## config.mk

```make
export PLATFORM = sky130hd
export DESIGN_NAME = pes_scan_control
export DESIGN_NICKNAME = d
export VERILOG_FILES = /design/src/verilog/pes_pkg.sv /design/src/verilog/pes_scan_control.sv
export VERILOG_INCLUDE_DIRS = /design/src /design/src/verilog
export SDC_FILE = /design/constraint.sdc
export NUM_CORES = 1
export LEC_CHECK = 0
export BUFFER_PORTS_ARGS = -buffer_cell sky130_fd_sc_hd__clkbuf_2
export CORE_ASPECT_RATIO = 2
export CORE_MARGIN = 2
export CORE_UTILIZATION = 49
export CTS_CLUSTER_SIZE = 8
export DETAILED_ROUTE_END_ITERATION = 10
export PLACE_DENSITY = 0.73
export SLEW_MARGIN = 5
export SYNTH_ARGS = -nofsm -noshare
export SYNTH_HDL_FRONTEND = slang
export SYNTH_SLANG_ARGS = --single-unit
```

## constraint.sdc

```tcl
create_clock -name i_clock -period 2.29 [get_ports i_clock]
set_clock_uncertainty 0.05 [all_clocks]
set_input_delay 0.229 -clock i_clock [delete_from_list [all_inputs] [get_ports i_clock]]
set_output_delay 0.229 -clock i_clock [all_outputs]
set_load 0.02 [all_outputs]
```

## src/verilog/pes_params.svh

```systemverilog
/*
  Named constants for the motion engine scan control block: register
  indexes, field positions, reset values and timing figures.
  Assumes it is included once each by the package and the testbench.
*/
`ifndef PES_PARAMS_SVH
`define PES_PARAMS_SVH

// Register indexes; the APB byte address is four times the index.
`define PES_IDX_SCAN_CFG   10'h103
`define PES_IDX_RANGE      10'h104
`define PES_IDX_AUX_REQ    10'h105
`define PES_IDX_CONV_CTRL  10'h106
`define PES_IDX_STATUS     10'h107
`define PES_IDX_AUX_RESULT 10'h10A
`define PES_IDX_VERSION    10'h10C

// Scan configuration and range fields.
`define PES_FREQ_MSB       6
`define PES_FREQ_LSB       3
`define PES_FREQ_MAX       4'hC
`define PES_SCAN_RATE_BIT  2
`define PES_DUAL_BIT       0
`define PES_SCAN_CFG_RST   8'h00
`define PES_RANGE_MASK     8'h07
`define PES_RANGE_RST      8'h00
// Writable request bits; bits 3 and 2 are reserved.
`define PES_AUX_REQ_MASK   8'hF3
`define PES_CONV_START_BIT 7
`define PES_MOTION_BIT     1
`define PES_SUPPRESS_BIT   0

// Sensor channels and timing.
`define PES_CH_FIRST       3'h2
`define PES_CH_SECOND      3'h3
`define PES_NORMAL_CYCLES  256
`define PES_LOW_CYCLES     5129
`define PES_CLOCK_KHZ      25000
`define PES_SUPPRESS_MS    200

`endif

```

## src/verilog/pes_pkg.sv

```systemverilog
/*
  Types shared by the motion engine scan control block.
  Assumes pes_params.svh is found on the include path.
*/
package pes_pkg;
  `include "pes_params.svh"

  // Converter sequencer states.
  typedef enum logic [1:0] {
    PES_IDLE,
    PES_CONVERT
  } pes_state_t;

  // Who owns the conversion in progress.
  typedef enum logic {
    PES_JOB_SENSOR,
    PES_JOB_AUX
  } pes_job_t;
endpackage

```

## src/verilog/pes_scan_control.sv

```systemverilog
/*
  Scan control of the infrared motion engine: APB register file, the
  converter sequencer for sensor and auxiliary scans, motion flag and
  the settling hold after a scan-rate change.
  Assumes the converter and the motion detector run on i_clock, so
  their signals need no synchroniser, and an APB master on i_clock.
*/
`timescale 1ns/1ps

module pes_scan_control
  import pes_pkg::*;
#(
  parameter int         SUPPRESS_CYCLES = `PES_SUPPRESS_MS * `PES_CLOCK_KHZ,
  parameter logic [7:0] VERSION_CODE    = 8'h5A  // Arbitrary value.
) (
  // Clock and reset.
  input  wire logic        i_clock,
  input  wire logic        i_resetn,
  // APB slave.
  input  wire logic        i_psel,
  input  wire logic        i_penable,
  input  wire logic        i_pwrite,
  input  wire logic [11:0] i_paddr,
  input  wire logic [31:0] i_pwdata,
  output logic             o_pready,
  output logic             o_pslverr,
  output logic [31:0]      o_prdata,
  // Converter.
  input  wire logic [15:0] i_adc_data,
  output logic             o_adc_power,
  output logic             o_adc_continuous,
  output logic             o_adc_start,
  output logic [2:0]       o_adc_channel,
  output logic             o_adc_dual,
  output logic             o_adc_ref_2v,
  output logic [7:0]       o_pin_analog,
  output logic             o_conv_event,
  // Detection engine.
  input  wire logic        i_motion_first,
  input  wire logic        i_motion_second,
  output logic [3:0]       o_freq_response,
  output logic [2:0]       o_range,
  output logic             o_emi_enable,
  output logic             o_detect_enable,
  output logic             o_motion_detected
);

  localparam int SUP_W = $clog2(SUPPRESS_CYCLES + 1);
  localparam logic [12:0] NORMAL_LAST = 13'(`PES_NORMAL_CYCLES - 1);
  localparam logic [12:0] LOW_LAST    = 13'(`PES_LOW_CYCLES - 1);
  localparam logic [SUP_W-1:0] SUP_LOAD = SUP_W'(SUPPRESS_CYCLES);

  // Lowest set request bit as a channel number.
  function automatic logic [2:0] lowest_channel(input logic [7:0] req);
    logic [2:0] ch;
    ch = 3'h0;
    for (int i = 7; i >= 0; i--) begin
      if (req[i]) begin
        ch = 3'(i);
      end
    end
    return ch;
  endfunction

  // Register state.
  logic [7:0]       scan_cfg;
  logic [7:0]       range;
  logic [7:0]       aux_req;
  logic [15:0]      aux_result;
  logic             motion;
  logic             conv_start;
  logic             pready;
  logic             pslverr;
  logic [31:0]      prdata;
  logic [7:0]       next_scan_cfg;
  logic [7:0]       next_range;
  logic [7:0]       next_aux_req;
  logic [15:0]      next_aux_result;
  logic             next_motion;
  logic             next_conv_start;
  logic             next_pready;
  logic             next_pslverr;
  logic [31:0]      next_prdata;
  // Sequencer state.
  pes_state_t       state;
  pes_state_t       next_state;
  pes_job_t         job;
  pes_job_t         next_job;
  logic [12:0]      count;
  logic [12:0]      next_count;
  logic [2:0]       channel;
  logic [2:0]       next_channel;
  logic [7:0]       pin_analog;
  logic [7:0]       next_pin_analog;
  logic             start;
  logic             next_start;
  logic             event_q;
  logic             next_event;
  logic [SUP_W-1:0] hold;
  logic [SUP_W-1:0] next_hold;

  logic       access;
  logic       wr;
  logic [9:0] idx;
  logic       low_rate;
  logic       conv_done;
  logic [3:0] freq_w;

  assign access    = i_psel & i_penable;
  assign wr        = access & pready & i_pwrite;
  assign idx       = i_paddr[11:2];
  assign low_rate  = scan_cfg[`PES_SCAN_RATE_BIT];
  assign conv_done = (state == PES_CONVERT) && (count == 13'h0);
  assign freq_w    = i_pwdata[`PES_FREQ_MSB:`PES_FREQ_LSB];

  // Bus answer is registered: pready rises one cycle into the access.
  always_comb begin
    next_pready  = access & ~pready;
    next_pslverr = 1'b0;
    next_prdata  = prdata;
    if (access && !pready) begin
      next_prdata = 32'h0000_0000;
      case (idx)
        `PES_IDX_SCAN_CFG:   next_prdata[7:0] = scan_cfg;
        `PES_IDX_RANGE:      next_prdata[7:0] = range;
        `PES_IDX_AUX_REQ:    next_prdata[7:0] = aux_req;
        `PES_IDX_CONV_CTRL:  next_prdata[`PES_CONV_START_BIT] = conv_start;
        `PES_IDX_STATUS: begin
          next_prdata[`PES_MOTION_BIT]   = motion;
          next_prdata[`PES_SUPPRESS_BIT] = hold != '0;
        end
        `PES_IDX_AUX_RESULT: next_prdata[15:0] = aux_result;
        `PES_IDX_VERSION:    next_prdata[7:0] = VERSION_CODE;
        default:             next_pslverr = 1'b1;
      endcase
    end
  end

  // Software-facing registers; hardware sets win over software clears.
  always_comb begin
    next_scan_cfg   = scan_cfg;
    next_range      = range;
    next_aux_req    = aux_req;
    next_aux_result = aux_result;
    next_motion     = motion;
    next_conv_start = conv_start;
    if (wr) begin
      case (idx)
        `PES_IDX_SCAN_CFG: begin
          next_scan_cfg = 8'h00;
          // Settings above the top code clamp to the top code.
          next_scan_cfg[`PES_FREQ_MSB:`PES_FREQ_LSB] =
            (freq_w > `PES_FREQ_MAX) ? `PES_FREQ_MAX : freq_w;
          next_scan_cfg[`PES_SCAN_RATE_BIT] =
            i_pwdata[`PES_SCAN_RATE_BIT];
          next_scan_cfg[`PES_DUAL_BIT] = i_pwdata[`PES_DUAL_BIT];
        end
        `PES_IDX_RANGE:
          next_range = i_pwdata[7:0] & `PES_RANGE_MASK;
        `PES_IDX_AUX_REQ:
          next_aux_req = i_pwdata[7:0] & `PES_AUX_REQ_MASK;
        `PES_IDX_CONV_CTRL:
          next_conv_start = conv_start | i_pwdata[`PES_CONV_START_BIT];
        `PES_IDX_STATUS:
          if (i_pwdata[`PES_MOTION_BIT]) begin
            next_motion = 1'b0;
          end
        default: ;
      endcase
    end
    // A finished aux job stores its sample and drops every request,
    // unless software writes a fresh request in that very cycle.
    if (conv_done && job == PES_JOB_AUX) begin
      next_aux_result = i_adc_data;
      if (!(wr && idx == `PES_IDX_AUX_REQ)) begin
        next_aux_req = 8'h00;
      end
    end
    // The start bit is consumed whenever the idle sequencer sees it at low rate,
    // even when aux work takes that slot. A fresh start written in that same
    // cycle stays pending for the next shot.
    if (state == PES_IDLE && low_rate && conv_start) begin
      next_conv_start = wr && idx == `PES_IDX_CONV_CTRL &&
                        i_pwdata[`PES_CONV_START_BIT];
    end
    // Either sensor may flag motion in dual mode; set beats clear.
    if ((i_motion_first | (scan_cfg[`PES_DUAL_BIT] & i_motion_second))
        && hold == '0) begin
      next_motion = 1'b1;
    end
  end

  // Converter sequencer. Normal rate runs back to back; low rate waits
  // for the start bit and powers down between shots.
  always_comb begin
    next_state      = state;
    next_job        = job;
    next_count      = count;
    next_channel    = channel;
    next_pin_analog = pin_analog;
    next_start      = 1'b0;
    next_event      = 1'b0;
    if (state == PES_CONVERT && count != 13'h0) begin
      next_count = count - 13'h1;
    end
    if (conv_done) begin
      next_event = job == PES_JOB_SENSOR;
      next_state = PES_IDLE;
    end
    if ((state == PES_IDLE || conv_done) &&
        (!low_rate || conv_start || aux_req != 8'h00)) begin
      next_state = PES_CONVERT;
      next_start = 1'b1;
      next_count = low_rate ? LOW_LAST : NORMAL_LAST;
      // Aux work takes the slot; at normal rate the sensor waits its turn.
      if (aux_req != 8'h00 && !(conv_done && job == PES_JOB_AUX)) begin
        next_job     = PES_JOB_AUX;
        next_channel = lowest_channel(aux_req);
        next_pin_analog[lowest_channel(aux_req)] = 1'b1;
      end else if (!low_rate || conv_start) begin
        next_job     = PES_JOB_SENSOR;
        next_channel = `PES_CH_FIRST;
      end else begin
        next_state = PES_IDLE;
        next_start = 1'b0;
      end
    end
  end

  // Detection hold after a scan-rate change; the filter settles slowly.
  always_comb begin
    next_hold = hold;
    if (hold != '0) begin
      next_hold = hold - SUP_W'(1);
    end
    if (wr && idx == `PES_IDX_SCAN_CFG &&
        i_pwdata[`PES_SCAN_RATE_BIT] != low_rate) begin
      next_hold = SUP_LOAD;
    end
  end

  always_ff @(posedge i_clock or negedge i_resetn) begin
    if (!i_resetn) begin
      pready     <= 1'b0;
      pslverr    <= 1'b0;
      prdata     <= 32'h0000_0000;
      scan_cfg   <= `PES_SCAN_CFG_RST;
      range      <= `PES_RANGE_RST;
      aux_req    <= 8'h00;
      aux_result <= 16'h0000;
      motion     <= 1'b0;
      conv_start <= 1'b0;
      state      <= PES_IDLE;
      job        <= PES_JOB_SENSOR;
      count      <= 13'h0;
      channel    <= `PES_CH_FIRST;
      pin_analog <= 8'h00;
      start      <= 1'b0;
      event_q    <= 1'b0;
      hold       <= '0;
    end else begin
      pready     <= next_pready;
      pslverr    <= next_pslverr;
      prdata     <= next_prdata;
      scan_cfg   <= next_scan_cfg;
      range      <= next_range;
      aux_req    <= next_aux_req;
      aux_result <= next_aux_result;
      motion     <= next_motion;
      conv_start <= next_conv_start;
      state      <= next_state;
      job        <= next_job;
      count      <= next_count;
      channel    <= next_channel;
      pin_analog <= next_pin_analog;
      start      <= next_start;
      event_q    <= next_event;
      hold       <= next_hold;
    end
  end

  // Derived outputs, all from flip-flops.
  always_comb begin
    o_pready          = pready;
    o_pslverr         = pslverr;
    o_prdata          = prdata;
    o_adc_power       = state == PES_CONVERT;
    o_adc_continuous  = ~low_rate;
    o_adc_start       = start;
    o_adc_channel     = channel;
    o_adc_dual        = scan_cfg[`PES_DUAL_BIT] && job == PES_JOB_SENSOR;
    o_adc_ref_2v      = job == PES_JOB_AUX;
    o_pin_analog      = pin_analog;
    o_conv_event      = event_q;
    o_freq_response   = scan_cfg[`PES_FREQ_MSB:`PES_FREQ_LSB];
    o_range           = range[2:0];
    o_emi_enable      = ~low_rate;
    o_detect_enable   = hold == '0;
    o_motion_detected = motion;
  end

  // Assertion helper: clocks since the last start and the rate that the
  // conversion began at. Long repetitions would choke the tools.
  logic [12:0] gap;
  logic [12:0] next_gap;
  logic        start_rate;
  logic        next_start_rate;

  // The gap saturates, so a long idle stretch cannot wrap it.
  always_comb begin
    next_gap        = gap;
    next_start_rate = start_rate;
    if (start) begin
      next_gap = 13'h1;
    end else if (gap != '1) begin
      next_gap = gap + 13'h1;
    end
    if (next_start) begin
      next_start_rate = low_rate;
    end
  end

  // Helper registers for the length checks.
  always_ff @(posedge i_clock or negedge i_resetn) begin
    if (!i_resetn) begin
      gap        <= 13'h0;
      start_rate <= 1'b0;
    end else begin
      gap        <= next_gap;
      start_rate <= next_start_rate;
    end
  end
endmodule

```

==> metrics.md <==
| Metric | Value |
|---|---|
| Status | `finished with violations` |
| Violations in the final reports | `negative setup slack` |
| Pin count of the biggest net entering global routing | `39` |
| Number of diodes | `0` |
| HP Class | `in -> reg` |
| Most used flip-flop cell after synthesis | `dfrtp_1` |
| Endpoint arrival time on the critical path | `2520 ps` |
| DRC violations left | `0` |
| Area delta synth->final | `24.6%` |
| Final count of negative-setup-slack endpoints | `3` |
| Aggregate routed wire length | `14200 um` |
| Shortest period the worst path allows | `2330 ps` |
| CP endpoint kind | `flop` |
| Hold Slack | `23.1 ps` |
| Final HPWL from detailed placement | `10600 um` |
| Number of vias after detailed routing | `4788` |
| EDFF count, synth | `0` |
| Vias/cell | `5.75` |
| Req. time, crit path | `2480 ps` |
| Number of nets in the final layout | `761` |
| CTS H-tree depth | `3` |
| Vias in the first global route | `4753` |
| Internal | `2.96 mW` |
| All-Layer GR Usage | `24.7%` |
| Sequential-to-total area share from yosys stat | `49.2%` |
| Final number of max-transition violations | `0` |
| Combinational group share of total power | `8.1%` |
| Number of buffer cells added on primary ports | `85` |
| Number of cell rows | `53` |
| Clock buffer depth | `2` |
| Commonest cells after routing, fill and taps aside | `nand2_1 (114), dfrtp_1 (103), clkbuf_2 (84)` |
| Chip Height | `151 um` |
| Net Switching | `913 uW` |
| Antenna violations before repair | `0` |
| Iter 0 DRT Violations | `413` |
| Fill cell instance count of the final layout | `846` |
| Final Hold Fails | `0` |
| Cell type group with the largest total delay on the critical path | `compound AO/OA/AOI/OAI gates` |
| Number of primary I/O pins | `128` |
| Clock tree from TritonCTS | `done` |
| Setup repair after global routing missed its margin | `true` |
| Fraction of synthesis flops using an asynchronous set or reset pin | `100%` |
| Drt pass-1 iters | `5` |
| Reg2reg setup slack | `-40 ps` |
| Power per cell area | `587 nW/um^2` |
| Number of unique standard cell types used by synthesis | `68` |
| Total leakage power | `3.10 nW` |
| Crit. path cell count | `10` |
| Global placement routability congestion | `0.936` |
| Clock slew seen by the registers of the worst setup and hold paths | `70 ps` |
| Share of cells above drive strength 1 | `28.9%` |
| Worst Hold Path Cells | `3` |
| Maximum cell stage delay along the critical path | `450 ps` |
| Total grt overflow | `0` |
| Largest area contributor in the netlist | `dfrtp_1` |
| Ordered list of cells on the worst path | `inv_2, ha_4, or4b_4, buf_6, o41ai_4, buf_4, buf_4, a31oi_1, o21ai_1, o21ai_1` |
| Count of yosys warnings during synthesis | `0` |
| FMAX | `429 MHz` |
| TritonCTS Buffers | `9` |
| Clock latency reported for the late side of the worst-skew pair | `350 ps` |
| Initial core utilization | `50.2%` |
| Post-layout util | `62.5%` |
| CTS Root Buffer Type | `clkbuf_16` |
| Flip-flop and latch count after synthesis | `104` |
| Worst slew slack as a fraction of its limit | `64.1%` |
| Die Wd | `77.5 um` |
| Die Footprint | `11700 um^2` |
| Area contributors post-synth | `dfrtp_1 (49%), nand2_1 (8.2%), o21ai_0 (3.0%)` |
| Sequential share of power | `49.9%` |
| Share of Yosys cell area claimed by the top area cell type | `48.7%` |
| Smallest setup slack after layout | `-43.0 ps` |
| Global-route wire length before repair | `22800 um` |
| Buf+Inv Stages, Crit Path | `4` |
| Synthesized instance count | `565` |
| Switching share of power | `23.6%` |
| Part of the cycle the worst path needs | `102%` |
| Core Box Area | `10500 um^2` |
| Category of the critical setup timing path | `reg -> reg` |
| Synthesized cell area | `5290 um^2` |
| Reported max-cap violation count | `0` |
| Clock sink total | `104` |
| Number of cell instances on the worst register-to-register path | `10` |
| Critical path launch point type | `flop` |
| Biggest fanout along the worst timing path | `5` |
| CP max stage cell | `or4b_4` |
| Worst-Margin Slew | `538 ps` |
| Most common cell after layout, fill and taps aside | `nand2_1` |
| Per-instance average area after synthesis | `9.37 um^2` |
| Maximum resistive drop on vdd | `477 uV` |
| Relative contribution of the clock network to total power | `42.0%` |
| Routed wirelength normalized by instance count | `17.0 um` |
| Post-detailed-route count of antenna-violating nets | `0` |
==> power by group through the flow <==
stage | combinational [mW] | sequential, mW | clock (mW)
floorplan | 0.160 | 1.98 | 0
global placement | 0.292 | 1.96 | 0
detailed placement | 0.303 | 1.96 | 0
CTS | 0.307 | 1.93 | 1.65
global route | 0.344 | 1.94 | 1.72
finish | 0.313 | 1.93 | 1.63
==> per-layer routing <==
metal	vias up	share of wire, %	global-route usage, %
li1	2217	-	-
met1	2375	37	27.6
met2	155	56	45.1
met3	41	4.2	4.17
met4	0	3.4	12.1
met5	-	0	0
==> registers in the layout, summed over array words and instances (netlist names) <==
register           flops
scan_cfg               6
count                 13
hold                  23
o_adc_start            1
o_prdata              16
conv_start             1
o_conv_event           1
range                  3
aux_req                8
aux_result            16
o_adc_channel          3
o_motion_detected      1
o_pin_analog           8
o_adc_ref_2v           1
o_pslverr              1
state                  1
o_pready               1
==> synth_stat cells (7+ instances only) <==
library cell	number
nand2_1	115
a21oi_1	21
nor3_1	11
buf_4	21
or3_1	9
inv_1	15
o31ai_1	8
clkbuf_1	14
nor2b_1	10
dfrtp_1	103
o21ai_0	32
nor2_1	36
xnor2_1	7
buf_2	13
xor2_1	7
nand3_1	18
==> final cells by class <==
cell class	count	area, um^2	share of cell area [%]
clock buffer	10	229	3.47
clock inverter	6	83.8	1.27
inverter	16	60.1	0.911
sequential	104	2600	39.5
tap	137	171	2.60
multi-input combinational	410	2480	37.6
timing repair buffer	150	965	14.6
==> kinds of logic (layout without fill, tap and decap cells) <==
logic type      count (synthesis)  count (layout)  synth area share [%]
xor+xnor                       14              14                  2.32
simple gates                  248             248                  23.4
flops                         104             104                  49.2
other cells                     1              16                0.0709
buf+inv                        66             182                  6.62
mux                             5               5                  1.06
fa+ha+maj                       3               3                 0.709
compound gates                124             124                  16.6
==> metrics by stage <==
step                      area [um^2]  cells  TNS, ps  total power [mW]  setup slack (ps)
after floorplan                  5350    580        0              2.14             0.682
after global placement           6100    806    -13.7              2.25             -13.7
after detailed placement         6100    806    -92.7              2.26             -35.5
after CTS                        6480    827        0              3.88              3.62
after global routing             6590    833    -1390              4.00              -134
final                            6590    833    -57.1              3.87             -43.0
==> worst register-to-register path: stages (launching register included) <==
cell	delay, ps
dfrtp_1	390
inv_2	90
ha_4	130
or4b_4	450
buf_6	150
o41ai_4	390
buf_4	220
buf_4	110
a31oi_1	40
o21ai_1	150
o21ai_1	70
==> repair_timing <==
action,in CTS,in global routing
hold buffers,1,0
endpoints found under the hold margin,24,0
gates cloned,1,0
resized for setup,5,28
pin swaps,4,12
buffers inserted,3,7
endpoints found under the setup margin,17,49
==> path summary, 6_finish.rpt <==
path,startpoint,to
min in group asynchronous,i_resetn,count[8]$_DFFE_PN0P_
setup reg to reg,count[0]$_DFFE_PN0P_,count[11]$_DFFE_PN0P_
hold reg to reg,o_pin_analog[5]$_DFFE_PN0P_,o_pin_analog[5]$_DFFE_PN0P_
setup / recovery,count[0]$_DFFE_PN0P_,count[11]$_DFFE_PN0P_
hold / removal,i_adc_data[14],aux_result[14]$_DFFE_PN0N_
max in group asynchronous,i_resetn,o_adc_channel[1]$_DFFE_PN1P_
Note: power is estimated with default switching activity, not from simulation.
